==> src/include/timer_regs.vh <==
// register map, field positions, reset values and encodings of the
// 16-bit match/pwm timer
// assumes byte addresses on a 32-bit avalon-mm bus, one register a word
`ifndef TIMER_REGS_VH
`define TIMER_REGS_VH

// register byte addresses
`define ADDR_INTERRUPT_FLAGS   32'hE007_4000
`define ADDR_TIMER_CONTROL     32'hE007_4004
`define ADDR_COUNT_VALUE       32'hE007_4008
`define ADDR_DIVIDER_LIMIT     32'hE007_400C
`define ADDR_DIVIDER_COUNT     32'hE007_4010
`define ADDR_MATCH_ACTION      32'hE007_4014
`define ADDR_MATCH_VALUE_0     32'hE007_4018
`define ADDR_MATCH_VALUE_1     32'hE007_401C
`define ADDR_MATCH_VALUE_2     32'hE007_4020
`define ADDR_MATCH_VALUE_3     32'hE007_4024
`define ADDR_MATCH_OUTPUT      32'hE007_403C
`define ADDR_COUNT_MODE        32'hE007_4070
`define ADDR_PWM_SELECT        32'hE007_4074

// timer_control fields
`define TCR_ENABLE_BIT         0
`define TCR_RESET_BIT          1

// match_action_control: three bits a channel
`define MCR_INT_BIT            0
`define MCR_RESET_BIT          1
`define MCR_STOP_BIT           2
`define MCR_BITS_PER_CHANNEL   3

// match_output_control: state bits low, two-bit actions from bit 4
`define EMC_FIELD_LSB          4
`define EMC_NOTHING            2'h0
`define EMC_CLEAR              2'h1
`define EMC_SET                2'h2
`define EMC_TOGGLE             2'h3

// count_mode_control encodings
`define MODE_TIMER             2'h0
`define MODE_EXT_RISE          2'h1
`define MODE_EXT_FALL          2'h2
`define MODE_EXT_BOTH          2'h3

// reset values
`define ZERO16                 16'h0000
`define ZERO32                 32'h0000_0000
`define CHANNELS               4

`endif

==> src/hdl/divider_tick.v <==
// programmable divider: counts up to its limit, then clears and ticks
// assumes one clock, synchronous reset and a freezing clock enable
`timescale 1ns/1ps
`include "timer_regs.vh"

module divider_tick
(
  input  wire        clk,
  input  wire        rst,
  input  wire        ce,
  input  wire        clear,
  input  wire        advance,
  input  wire [15:0] limit,
  input  wire        load,
  input  wire [15:0] loadValue,
  output reg  [15:0] count,
  output wire        wrap
);

  // terminal count reached on an advancing cycle
  assign wrap = advance & (count == limit);

  // divider counter, bus load overrides counting
  always @(posedge clk)
  begin
    if (rst)
      count <= `ZERO16;
    else if (ce)
    begin
      if (clear)
        count <= `ZERO16;
      else if (load)
        count <= loadValue;
      else if (wrap)
        count <= `ZERO16;
      else if (advance)
        count <= count + 16'h0001;
    end
  end

endmodule

==> src/hdl/match_channel.v <==
// one match channel: compare, match output state and pwm level
// assumes count value and fresh flag come from the same clock domain
`timescale 1ns/1ps
`include "timer_regs.vh"

module match_channel
(
  input  wire        clk,
  input  wire        rst,
  input  wire        ce,
  input  wire        countActive,
  input  wire        freshValue,
  input  wire [15:0] countValue,
  input  wire [15:0] matchValue,
  input  wire [1:0]  actionCode,
  input  wire        stateLoad,
  input  wire        stateData,
  output wire        equal,
  output wire        hit,
  output reg         matchState,
  output reg         pwmLevel
);

  wire atZero;

  // compare once per new count value
  assign equal  = (countValue == matchValue);
  assign hit    = countActive & freshValue & equal;
  assign atZero = countActive & freshValue & (countValue == `ZERO16);

  // match state bit and pwm level
  always @(posedge clk)
  begin
    if (rst)
    begin
      matchState <= 1'b0;
      pwmLevel   <= 1'b0;
    end
    else if (ce)
    begin
      if (stateLoad)
        matchState <= stateData;
      else if (hit)
      begin
        case (actionCode)
          `EMC_CLEAR:  matchState <= 1'b0;
          `EMC_SET:    matchState <= 1'b1;
          `EMC_TOGGLE: matchState <= ~matchState;
          default:     matchState <= matchState;
        endcase
      end
      if (atZero)
        pwmLevel <= (matchValue == `ZERO16);
      else if (hit)
        pwmLevel <= 1'b1;
    end
  end

endmodule

==> src/hdl/match_pwm_timer.v <==
// 16-bit timer with divider, four match channels and pwm outputs,
// programmed over an avalon-mm slave with registered waitrequest
// assumes one clock; the external count input is asynchronous
//
// The implementer's own choice: the Avalon-MM slave port.
`timescale 1ns/1ps
`include "timer_regs.vh"

module match_pwm_timer
(
  input  wire        clk,
  input  wire        rst,
  input  wire        ce,
  input  wire [31:0] address,
  input  wire        read,
  input  wire        write,
  input  wire [31:0] writedata,
  input  wire [3:0]  byteenable,
  output reg  [31:0] readdata,
  output reg         waitrequest,
  input  wire        extCountIn,
  output reg  [3:0]  matchOutput
);

////////////////////////////////////////////////////////////////////////
// register state

  reg  [3:0]  interruptFlags;
  reg         counterEnable;
  reg         counterReset;
  reg  [15:0] countValue;
  reg  [15:0] dividerLimit;
  reg  [11:0] matchActionControl;
  reg  [15:0] matchValue [0:3];
  reg  [7:0]  matchOutputAction;
  reg  [1:0]  countModeControl;
  reg  [3:0]  pwmOutputSelect;
  reg         freshValue;

  wire [15:0] dividerCount;
  wire        dividerWrap;
  wire [3:0]  matchEqual;
  wire [3:0]  matchHit;
  wire [3:0]  matchState;
  wire [3:0]  pwmLevel;

////////////////////////////////////////////////////////////////////////
// bus handshake and write decode

  wire        busRequest;
  wire        writeCommit;
  wire [31:0] laneMask;
  wire [31:0] mergedFlags;
  wire [31:0] mergedControl;
  wire [31:0] mergedCount;
  wire [31:0] mergedLimit;
  wire [31:0] mergedDivider;
  wire [31:0] mergedAction;
  wire [31:0] mergedOutput;
  wire [31:0] mergedMode;
  wire [31:0] mergedPwm;
  wire [31:0] mergedMatch [0:3];

  // a request is answered one cycle after it is seen
  assign busRequest  = read | write;
  assign writeCommit = write & ~waitrequest;

  // byte lanes to a bit mask
  assign laneMask = {{8{byteenable[3]}}, {8{byteenable[2]}},
                     {8{byteenable[1]}}, {8{byteenable[0]}}};

  // merge write data into the old value lane by lane
  function [31:0] merge;
    input [31:0] oldValue;
    input [31:0] newValue;
    input [31:0] mask;
    begin
      merge = (oldValue & ~mask) | (newValue & mask);
    end
  endfunction

  // merged words for every writable register but the four match values, which are merged per channel below
  assign mergedFlags   = merge(`ZERO32, writedata, laneMask);
  assign mergedControl = merge({30'h0000_0000, counterReset, counterEnable},
                               writedata, laneMask);
  assign mergedCount   = merge({16'h0000, countValue}, writedata, laneMask);
  assign mergedLimit   = merge({16'h0000, dividerLimit}, writedata, laneMask);
  assign mergedDivider = merge({16'h0000, dividerCount}, writedata, laneMask);
  assign mergedAction  = merge({20'h0_0000, matchActionControl},
                               writedata, laneMask);
  assign mergedOutput  = merge({20'h0_0000, matchOutputAction, matchState},
                               writedata, laneMask);
  assign mergedMode    = merge({30'h0000_0000, countModeControl},
                               writedata, laneMask);
  assign mergedPwm     = merge({28'h000_0000, pwmOutputSelect},
                               writedata, laneMask);

  // write strobes per register
  wire writeFlags;
  wire writeControl;
  wire writeCount;
  wire writeLimit;
  wire writeDivider;
  wire writeAction;
  wire writeOutput;
  wire writeMode;
  wire writePwm;

  assign writeFlags   = writeCommit & (address == `ADDR_INTERRUPT_FLAGS);
  assign writeControl = writeCommit & (address == `ADDR_TIMER_CONTROL);
  assign writeCount   = writeCommit & (address == `ADDR_COUNT_VALUE);
  assign writeLimit   = writeCommit & (address == `ADDR_DIVIDER_LIMIT);
  assign writeDivider = writeCommit & (address == `ADDR_DIVIDER_COUNT);
  assign writeAction  = writeCommit & (address == `ADDR_MATCH_ACTION);
  assign writeOutput  = writeCommit & (address == `ADDR_MATCH_OUTPUT);
  assign writeMode    = writeCommit & (address == `ADDR_COUNT_MODE);
  assign writePwm     = writeCommit & (address == `ADDR_PWM_SELECT);

  // handshake: waitrequest drops for exactly one cycle per request
  always @(posedge clk)
  begin
    if (rst)
      waitrequest <= 1'b1;
    else if (ce)
    begin
      if (busRequest & waitrequest)
        waitrequest <= 1'b0;
      else
        waitrequest <= 1'b1;
    end
  end

////////////////////////////////////////////////////////////////////////
// read side

  reg [31:0] next_readdata;

  // read mux, reserved bits and unmapped addresses read zero
  always @*
  begin
    next_readdata = `ZERO32;
    case (address)
      `ADDR_INTERRUPT_FLAGS: next_readdata = {28'h000_0000, interruptFlags};
      `ADDR_TIMER_CONTROL:   next_readdata = {30'h0000_0000, counterReset,
                                              counterEnable};
      `ADDR_COUNT_VALUE:     next_readdata = {16'h0000, countValue};
      `ADDR_DIVIDER_LIMIT:   next_readdata = {16'h0000, dividerLimit};
      `ADDR_DIVIDER_COUNT:   next_readdata = {16'h0000, dividerCount};
      `ADDR_MATCH_ACTION:    next_readdata = {20'h0_0000, matchActionControl};
      `ADDR_MATCH_VALUE_0:   next_readdata = {16'h0000, matchValue[0]};
      `ADDR_MATCH_VALUE_1:   next_readdata = {16'h0000, matchValue[1]};
      `ADDR_MATCH_VALUE_2:   next_readdata = {16'h0000, matchValue[2]};
      `ADDR_MATCH_VALUE_3:   next_readdata = {16'h0000, matchValue[3]};
      `ADDR_MATCH_OUTPUT:    next_readdata = {20'h0_0000, matchOutputAction,
                                              matchState};
      `ADDR_COUNT_MODE:      next_readdata = {30'h0000_0000, countModeControl};
      `ADDR_PWM_SELECT:      next_readdata = {28'h000_0000, pwmOutputSelect};
      default:               next_readdata = `ZERO32;
    endcase
  end

  // read data captured as waitrequest drops, held until the next answer
  always @(posedge clk)
  begin
    if (rst)
      readdata <= `ZERO32;
    else if (ce)
    begin
      if (read & waitrequest)
        readdata <= next_readdata;
    end
  end

////////////////////////////////////////////////////////////////////////
// external count input: three flip-flops, agreement filter

  reg  extMeta;
  reg  extSync2;
  reg  extSync3;
  reg  extStable;
  wire extAgree;
  wire extRise;
  wire extFall;
  reg  countEvent;

  // synchroniser chain, first stage read only by the second
  always @(posedge clk)
  begin
    if (rst)
    begin
      extMeta   <= 1'b0;
      extSync2  <= 1'b0;
      extSync3  <= 1'b0;
      extStable <= 1'b0;
    end
    else if (ce)
    begin
      extMeta  <= extCountIn;
      extSync2 <= extMeta;
      extSync3 <= extSync2;
      if (extAgree)
        extStable <= extSync3;
    end
  end

  // a level change counts once stages two and three agree
  assign extAgree = (extSync2 == extSync3);
  assign extRise  = extAgree & extSync3 & ~extStable;
  assign extFall  = extAgree & ~extSync3 & extStable;

  // which clocks may advance the divider
  always @*
  begin
    case (countModeControl)
      `MODE_TIMER:    countEvent = 1'b1;
      `MODE_EXT_RISE: countEvent = extRise;
      `MODE_EXT_FALL: countEvent = extFall;
      `MODE_EXT_BOTH: countEvent = extRise | extFall;
      default:        countEvent = 1'b0;
    endcase
  end

////////////////////////////////////////////////////////////////////////
// divider and count value

  wire countActive;
  wire dividerAdvance;
  wire resetOnMatch;
  wire stopOnMatch;
  wire [3:0] resetEnable;
  wire [3:0] stopEnable;
  wire [3:0] interruptEnable;

  // counting runs only while enabled and not held in reset
  assign countActive    = counterEnable & ~counterReset;
  assign dividerAdvance = countActive & countEvent;

  divider_tick u_divider
  (
    .clk       (clk),
    .rst       (rst),
    .ce        (ce),
    .clear     (counterReset),
    .advance   (dividerAdvance),
    .limit     (dividerLimit),
    .load      (writeDivider),
    .loadValue (mergedDivider[15:0]),
    .count     (dividerCount),
    .wrap      (dividerWrap)
  );

  // any equal channel with reset enabled clears the count at the wrap
  assign resetOnMatch = |(resetEnable & matchEqual);
  assign stopOnMatch  = |(stopEnable & matchHit);

  // count value: reset hold, bus load, advance; fresh marks a new value
  always @(posedge clk)
  begin
    if (rst)
    begin
      countValue <= `ZERO16;
      freshValue <= 1'b1;
    end
    else if (ce)
    begin
      if (counterReset)
      begin
        countValue <= `ZERO16;
        freshValue <= 1'b1;
      end
      else if (writeCount)
      begin
        countValue <= mergedCount[15:0];
        freshValue <= 1'b1;
      end
      else if (dividerWrap & ~stopOnMatch)
      begin
        if (resetOnMatch)
          countValue <= `ZERO16;
        else
          countValue <= countValue + 16'h0001;
        freshValue <= 1'b1;
      end
      else if (countActive)
        freshValue <= 1'b0;
    end
  end

////////////////////////////////////////////////////////////////////////
// match channels

  genvar ch;
  generate
    for (ch = 0; ch < `CHANNELS; ch = ch + 1)
    begin : gen_channel
      // per-channel action bits
      assign interruptEnable[ch] =
        matchActionControl[ch * `MCR_BITS_PER_CHANNEL + `MCR_INT_BIT];
      assign resetEnable[ch] =
        matchActionControl[ch * `MCR_BITS_PER_CHANNEL + `MCR_RESET_BIT];
      assign stopEnable[ch] =
        matchActionControl[ch * `MCR_BITS_PER_CHANNEL + `MCR_STOP_BIT];

      match_channel u_channel
      (
        .clk         (clk),
        .rst         (rst),
        .ce          (ce),
        .countActive (countActive),
        .freshValue  (freshValue),
        .countValue  (countValue),
        .matchValue  (matchValue[ch]),
        .actionCode  (matchOutputAction[2 * ch + 1:2 * ch]),
        .stateLoad   (writeOutput),
        .stateData   (mergedOutput[ch]),
        .equal       (matchEqual[ch]),
        .hit         (matchHit[ch]),
        .matchState  (matchState[ch]),
        .pwmLevel    (pwmLevel[ch])
      );

      // match value register, lanes merged into the held value
      assign mergedMatch[ch] = merge({16'h0000, matchValue[ch]}, writedata, laneMask);
      always @(posedge clk)
      begin
        if (rst)
          matchValue[ch] <= `ZERO16;
        else if (ce)
        begin
          if (writeCommit & (address == `ADDR_MATCH_VALUE_0 + 4 * ch))
            matchValue[ch] <= mergedMatch[ch][15:0];
        end
      end

      // sticky flag: hardware set wins over the write-one clear
      always @(posedge clk)
      begin
        if (rst)
          interruptFlags[ch] <= 1'b0;
        else if (ce)
        begin
          if (matchHit[ch] & interruptEnable[ch])
            interruptFlags[ch] <= 1'b1;
          else if (writeFlags & mergedFlags[ch])
            interruptFlags[ch] <= 1'b0;
        end
      end

      // pin-less output: pwm level or match state bit
      always @(posedge clk)
      begin
        if (rst)
          matchOutput[ch] <= 1'b0;
        else if (ce)
          matchOutput[ch] <= pwmOutputSelect[ch] ? pwmLevel[ch]
                                                 : matchState[ch];
      end
    end
  endgenerate

////////////////////////////////////////////////////////////////////////
// control and configuration registers

  // timer control: stop on match clears the enable bit
  always @(posedge clk)
  begin
    if (rst)
    begin
      counterEnable <= 1'b0;
      counterReset  <= 1'b0;
    end
    else if (ce)
    begin
      if (writeControl)
      begin
        counterEnable <= mergedControl[`TCR_ENABLE_BIT];
        counterReset  <= mergedControl[`TCR_RESET_BIT];
      end
      if (stopOnMatch)
        counterEnable <= 1'b0;
    end
  end

  // plain configuration words
  always @(posedge clk)
  begin
    if (rst)
    begin
      dividerLimit       <= `ZERO16;
      matchActionControl <= 12'h000;
      matchOutputAction  <= 8'h00;
      countModeControl   <= `MODE_TIMER;
      pwmOutputSelect    <= 4'h0;
    end
    else if (ce)
    begin
      if (writeLimit)
        dividerLimit <= mergedLimit[15:0];
      if (writeAction)
        matchActionControl <= mergedAction[11:0];
      if (writeOutput)
        matchOutputAction <= mergedOutput[11:`EMC_FIELD_LSB];
      if (writeMode)
        countModeControl <= mergedMode[1:0];
      if (writePwm)
        pwmOutputSelect <= mergedPwm[3:0];
    end
  end

endmodule

==> config.mk <==
export PLATFORM = sky130hd
export DESIGN_NAME = match_pwm_timer
export DESIGN_NICKNAME = d
export VERILOG_FILES = /design/src/hdl/divider_tick.v /design/src/hdl/match_channel.v /design/src/hdl/match_pwm_timer.v
export VERILOG_INCLUDE_DIRS = /design/src /design/src/include
export SDC_FILE = /design/constraint.sdc
export NUM_CORES = 1
export LEC_CHECK = 0
export ABC_AREA = 1
export BUFFER_PORTS_ARGS = -buffer_cell sky130_fd_sc_hd__buf_2
export CORE_ASPECT_RATIO = 0.8
export CORE_MARGIN = 4
export CORE_UTILIZATION = 35
export CTS_CLUSTER_SIZE = 28
export DETAILED_ROUTE_END_ITERATION = 7
export PLACE_DENSITY = 0.62
export SLEW_MARGIN = 40
export SYNTH_ARGS = -nofsm -noshare
export SYNTH_HDL_FRONTEND = slang
export SYNTH_HIERARCHICAL = 1
export SYNTH_SLANG_ARGS = --single-unit
==> constraint.sdc <==
create_clock -name clk -period 7.4 [get_ports clk]
set_input_delay 1.48 -clock clk [delete_from_list [all_inputs] [get_ports clk]]
set_output_delay 1.48 -clock clk [all_outputs]
set_load 0.03 [all_outputs]
# Word level (Yosys, flattened, before mapping)
# Memories as Yosys holds them, arrays and structs flattened.
# Index checks and enable logic that the tools add are counted.
dict set report word_totals {
  input_bits 74
  word_cells 273
  ram_bits 64
  n_memories 1
  reg_bits 130
}
# memory words width rd rd_clocked_by_memory_dff wr line
set memory_table {}
lappend memory_table {matchValue 4 16 4 0 4 match_pwm_timer.v:34} ;# reg [15:0] matchValue [0:3];
dict set report classes {
  bitwise_logic 81
  reduce_logical 52
  eq_ne 34
  add_sub_neg 2
  muxes 71
}
# operator count
set op_table {}
lappend op_table {{$eq 32x32->1 const B} 13}
lappend op_table {{$pmux 16 s13} 1}
lappend op_table {{$mux 16} 12}
lappend op_table {{$and 16x16->16} 8}
lappend op_table {{$or 16x16->16} 7}
lappend op_table {{$eq 16x16->1} 5}
lappend op_table {{$logic_not 16->1} 5}
lappend op_table {{$mux 1} 53}
lappend op_table {{$reduce_and 2->1} 20}
lappend op_table {{$and 1x1->1} 38}
lappend op_table {{$add 16x1->16 const B} 2}
lappend op_table {{$reduce_bool 2->1} 13}
lappend op_table {{$and 12x12->12} 2}
lappend op_table {{$or 12x12->12} 2}
lappend op_table {{$reduce_bool 4->1} 6}
lappend op_table {{$eq 2x2->1 const B} 10}
lappend op_table {{$not 16->16} 1}
lappend op_table {{$and 4x4->4} 3}
lappend op_table {{$pmux 1 s3} 4}
lappend op_table {{$reduce_and 3->1} 4}
lappend op_table {{$eq 2x1->1 const B} 5}
lappend op_table {{$not 1->1} 9}
lappend op_table {{$reduce_or 4->1} 2}
lappend op_table {{$or 1x1->1} 6}
lappend op_table {{7 further kinds} 9}

# Logic depth before layout (Yosys ltp)
dict set report logic_depth {
  word_depth 11
  mapped_depth 18
  ltp_nobuf 18
}

# Cells and area by module
# The synthesis kept the hierarchy.
# mod area_per_inst_um2 seq_area_each_um2 cells_per_inst n_inst
set by_module_without_submodules {}
lappend by_module_without_submodules {match_pwm_timer 8603.3 3723.6 1225 1}
lappend by_module_without_submodules {match_channel 580.6 40.0 130 4}
lappend by_module_without_submodules {divider_tick 1649.1 320.3 301 1}

# Worst setup path after synthesis
# No wires, ideal clock.
dict set report synth_path {
  kind {input port to flip-flop}
  from {input port address[15]}
  to {memory matchValue[3][0], enable pin}
  slack_ps 3636
  t_required_ps 6989
  stages 8
  arrival_ps 3352
  path_cell_list {inv_1 nand2_1 nor2_1 nand2_2 buf_6 nor2_4 nand2_2 o21ai_0}
}
# item line
set synth_lines {}
lappend synth_lines {{start: declaration} match_pwm_timer.v:14} ;# input wire [31:0] address,
lappend synth_lines {{end: declaration} match_pwm_timer.v:34}

# Worst setup path in the final report
dict set report layout_path {
  from {input port address[6]}
  to {register u_divider.count[13]}
}
dict set report layout_between {
  elab_chain_len 4
  elab_cells_between_ends 6
}
# item line
set layout_rtl {}
lappend layout_rtl {{$eq 32x32->1 (*)} -}
lappend layout_rtl {{$and 1x1->1 (*)} match_pwm_timer.v:113} ;# assign writeDivider = writeCommit & (address == `ADDR_DIVIDER_COUNT);
lappend layout_rtl {{via writeDivider} match_pwm_timer.v:103} ;# wire writeDivider;
lappend layout_rtl {{$reduce_bool 4->1 (no source line) / $mux 16 (equally long branches)} -}
lappend layout_rtl {{$reduce_and 2->1 (no source line) / $mux 16 (equally long branches)} -}
lappend layout_rtl {{end signal: assignment} divider_tick.v:33} ;# count <= loadValue;
lappend layout_rtl {{end signal: assignment} divider_tick.v:35} ;# count <= `ZERO16;
lappend layout_rtl {{end signal: assignment} divider_tick.v:37} ;# count <= count + 16'h0001;
lappend layout_rtl {{end: declaration} divider_tick.v:16} ;# output reg [15:0] count,
# The timed path passes the listed nets; every way through them passes the cells marked *.
# A chain may end at the register's enable or synchronous reset.

==> results.tsv <==
metric	value	unit
clock-pin transition on the worst setup and hold timing paths	0.06	ns
Synth-to-Final Area Change	9.552	%
post-DR wirelength/cell	17.88	um
multi-input combinational cell area	6724	um^2
Sequential Power Share	50.1	%
top achievable clock speed	0.2503	GHz
cells along the critical path	buf_2 > inv_1 > nand2_2 > nor2_1 > nand2_1 > nor2_4 > nand2_2 > nor2_2 > o31a_1 > nand2_1 > inv_1 > nand2_1 > a21oi_1	
largest net degree at the start of global routing	57	
#FFs+latches synth	178	
leakage power	6.368	nW
vias	13340	
Critical Path AT	4.38	ns
Int Power	1.520	mW
Initial Util	35.82	%
total die area	39040	um^2
PwrDens	151.6	nW/um^2
FF-to-FF setup slack	3.87	ns
register area	4204	um^2
ANT cells	0	
most frequent cells in the layout	671 x nand2_1, 309 x inv_1, 242 x nor2_1	
Clock Tree Buf Depth	2	
Top FF cell, synth	dfxtp_1	
R2R cell count	14	
Yosys top cell by area	nand2_1	
Synth top area share	20.03	%
TritonCTS Sinks	178	
Worst path slowest cell	nor2_2	
Antenna Nets Post-Route	0	
CP most frequent cell	nand2_1	
Crit Path Category	in -> reg	
dpl cells	2548	
nets	2173	
initial antenna violation count	0	
largest cells by area after synthesis	nand2_1 20%, dfxtp_1 18%, edfxtp_1 15%, inv_1 9.2%, nor2_1 7.3%	
Cells after Synth	2046	
GR Layer Usage met1	35.96	%
setup TNS	0	ns
setup ws final	3.404	ns
Chip Height	177.5	um
Synth Warn #	6	
TritonCTS buffer count	17	
IO Port Bufs	76	
Core Rows	61	
Congestion Overflow GR	0	
router iterations before antenna repair	7	
GRT busiest layer	met1	
hpwl dp	35.29	mm
WP data required	7.78	ns
post-cts resize count	0	
clock skew	0.01350	ns
Logic pwr share	8.2	%
Clk pwr share	41.7	%
Setup WS pre-CTS	3.076	ns
drt drc	0	
Syn Area/Cell	6.146	um^2
Final Core Density	39.24	%
RePlAce Congestion	1.009	
Tightest Pin Transition	0.8294	ns
hold path depth	2	
Post-synth EDFFs	64	
startpoint types	input port	
max incr delay on CP	0.55	ns
final hold vios	0	
Post-CTS Setup Inserts	0	
latest clock arrival within the worst-skew pair	0.46	ns
vias in the first global route	11660	
Worst Hold End	readdata[14]$_SDFFE_PP0P_	
Hold/Removal Path Class	reg -> reg	
Min Hold Slack	0.4653	ns
Switching Power	0.5679	mW
violation count after the first detailed-route iteration	1783	
Final Instance Area	13780	um^2
H-tree levels	4	
Cell Area, Placed	13240	um^2
synthesized cell area	12570	um^2
Routed WL	46.14	mm
Synth cell types	45	
Core ar.	35110	um^2
filler instances	3801	
sequential share of the synthesized area	33.43	%
status	finished, final reports clean	
max cap viols	0	
I/O pins	111	
Post-CTS Hold Fix Bufs	0	
Worst Setup End Kind	register	
hold_sp	readdata[14]$_SDFFE_PP0P_	
# setup viols final	0	
clk root buf	clkbuf_16	
total power	2.088	mW
Worst slew margin	44.55	%
met2 Resource Use GR	31.77	%
RR Endpoint	countValue[15]$_SDFFE_PP0P_	
Max Slew Vio Count	0	
first-pass GRT wire length	69.10	mm
Post-Layout Cell Count	2580	
RSZ-0062 raised after global routing	no	
switch share	27.20	%
met3 GRT Util	6.077	%
VDD IR max	144.4	uV
most common library cell in the layout ignoring fill and taps	nand2_1	
Vias/cell	5.170	
share of cells above drive strength 1	9.488	%
period utilization	54.00	%
CTS tree	done	
minimum clock period	3.996	ns
Post-synth ARST share	0	%
GRT Resource Usage Total	23.28	%
crit path max fanout	11	
die width	219.9	um
-- power by group through the flow --
| stage | Clock [mW] | Sequential [mW] | Combinational [mW] |
|---|---|---|---|
| finish | 0.870 | 1.05 | 0.171 |
| global placement | 0 | 1.07 | 0.165 |
| floorplan | 0 | 1.06 | 0.109 |
| detailed placement | 0 | 1.07 | 0.167 |
| CTS | 0.884 | 1.05 | 0.168 |
| global route | 0.922 | 1.05 | 0.187 |
-- worst max-delay path by stage --
stage / start / endpoint / slack (ns) / cells past startpoint
finish: address[6] / u_divider/count[13]$_SDFFE_PP0P_ / 3.40 / 13
global route: address[0] / u_divider/count[13]$_SDFFE_PP0P_ / 3.18 / 13
CTS: address[6] / u_divider/count[13]$_SDFFE_PP0P_ / 3.55 / 13
detailed placement: address[7] / u_divider/count[13]$_SDFFE_PP0P_ / 3.08 / 13
global placement: address[20] / countValue[15]$_SDFFE_PP0P_ / 2.62 / 14
floorplan: address[15] / matchValue[3][0]$_SDFFCE_PN0P_ / 3.64 / 8
-- Yosys cell counts (all sizes together) (7+ instances only) --
| cell type | n |
|---|---|
| nor4 | 14 |
| o21ai | 90 |
| edfxtp | 64 |
| dfxtp | 114 |
| xor2 | 23 |
| a211oi | 7 |
| nand4 | 36 |
| clkbuf | 23 |
| o22ai | 15 |
| nand2 | 688 |
| nor2 | 269 |
| buf | 49 |
| inv | 330 |
| nand3 | 106 |
| nor3 | 16 |
| a21oi | 162 |
-- layout make-up --
cell class,instances,area share [%]
clock buffers,21,3.342
repair buffers,88,3.415
inverters,331,9.055
flip-flops and latches,178,30.52
well taps,472,4.287
multi-input cells,1479,48.81
clock inverters,11,0.5722
-- logic make-up after synthesis --
| kind of cell | after synthesis | share of synthesized area, % |
|---|---|---|
| simple gates | 1144 | 38.54 |
| buf+inv | 404 | 13.56 |
| compound gates | 286 | 12.02 |
| flops | 178 | 33.43 |
| xor+xnor | 29 | 2.020 |
| fa+ha+maj | 4 | 0.3980 |
| other cells | 1 | 0.02982 |
-- layer usage --
layer  up-vias  part of all wire [%]
met3        54                    11
met5         -                     0
met1      6111                    48
met2       659                    39
met4         0                   1.7
li1       6514                     -
-- worst max-delay path, delay by kind of cell --
family | cells | cell delay [ns]
compound gates | 2 | 0.36
buf+inv | 3 | 0.56
simple gates | 8 | 1.95
(Power assumes the default switching activity.)
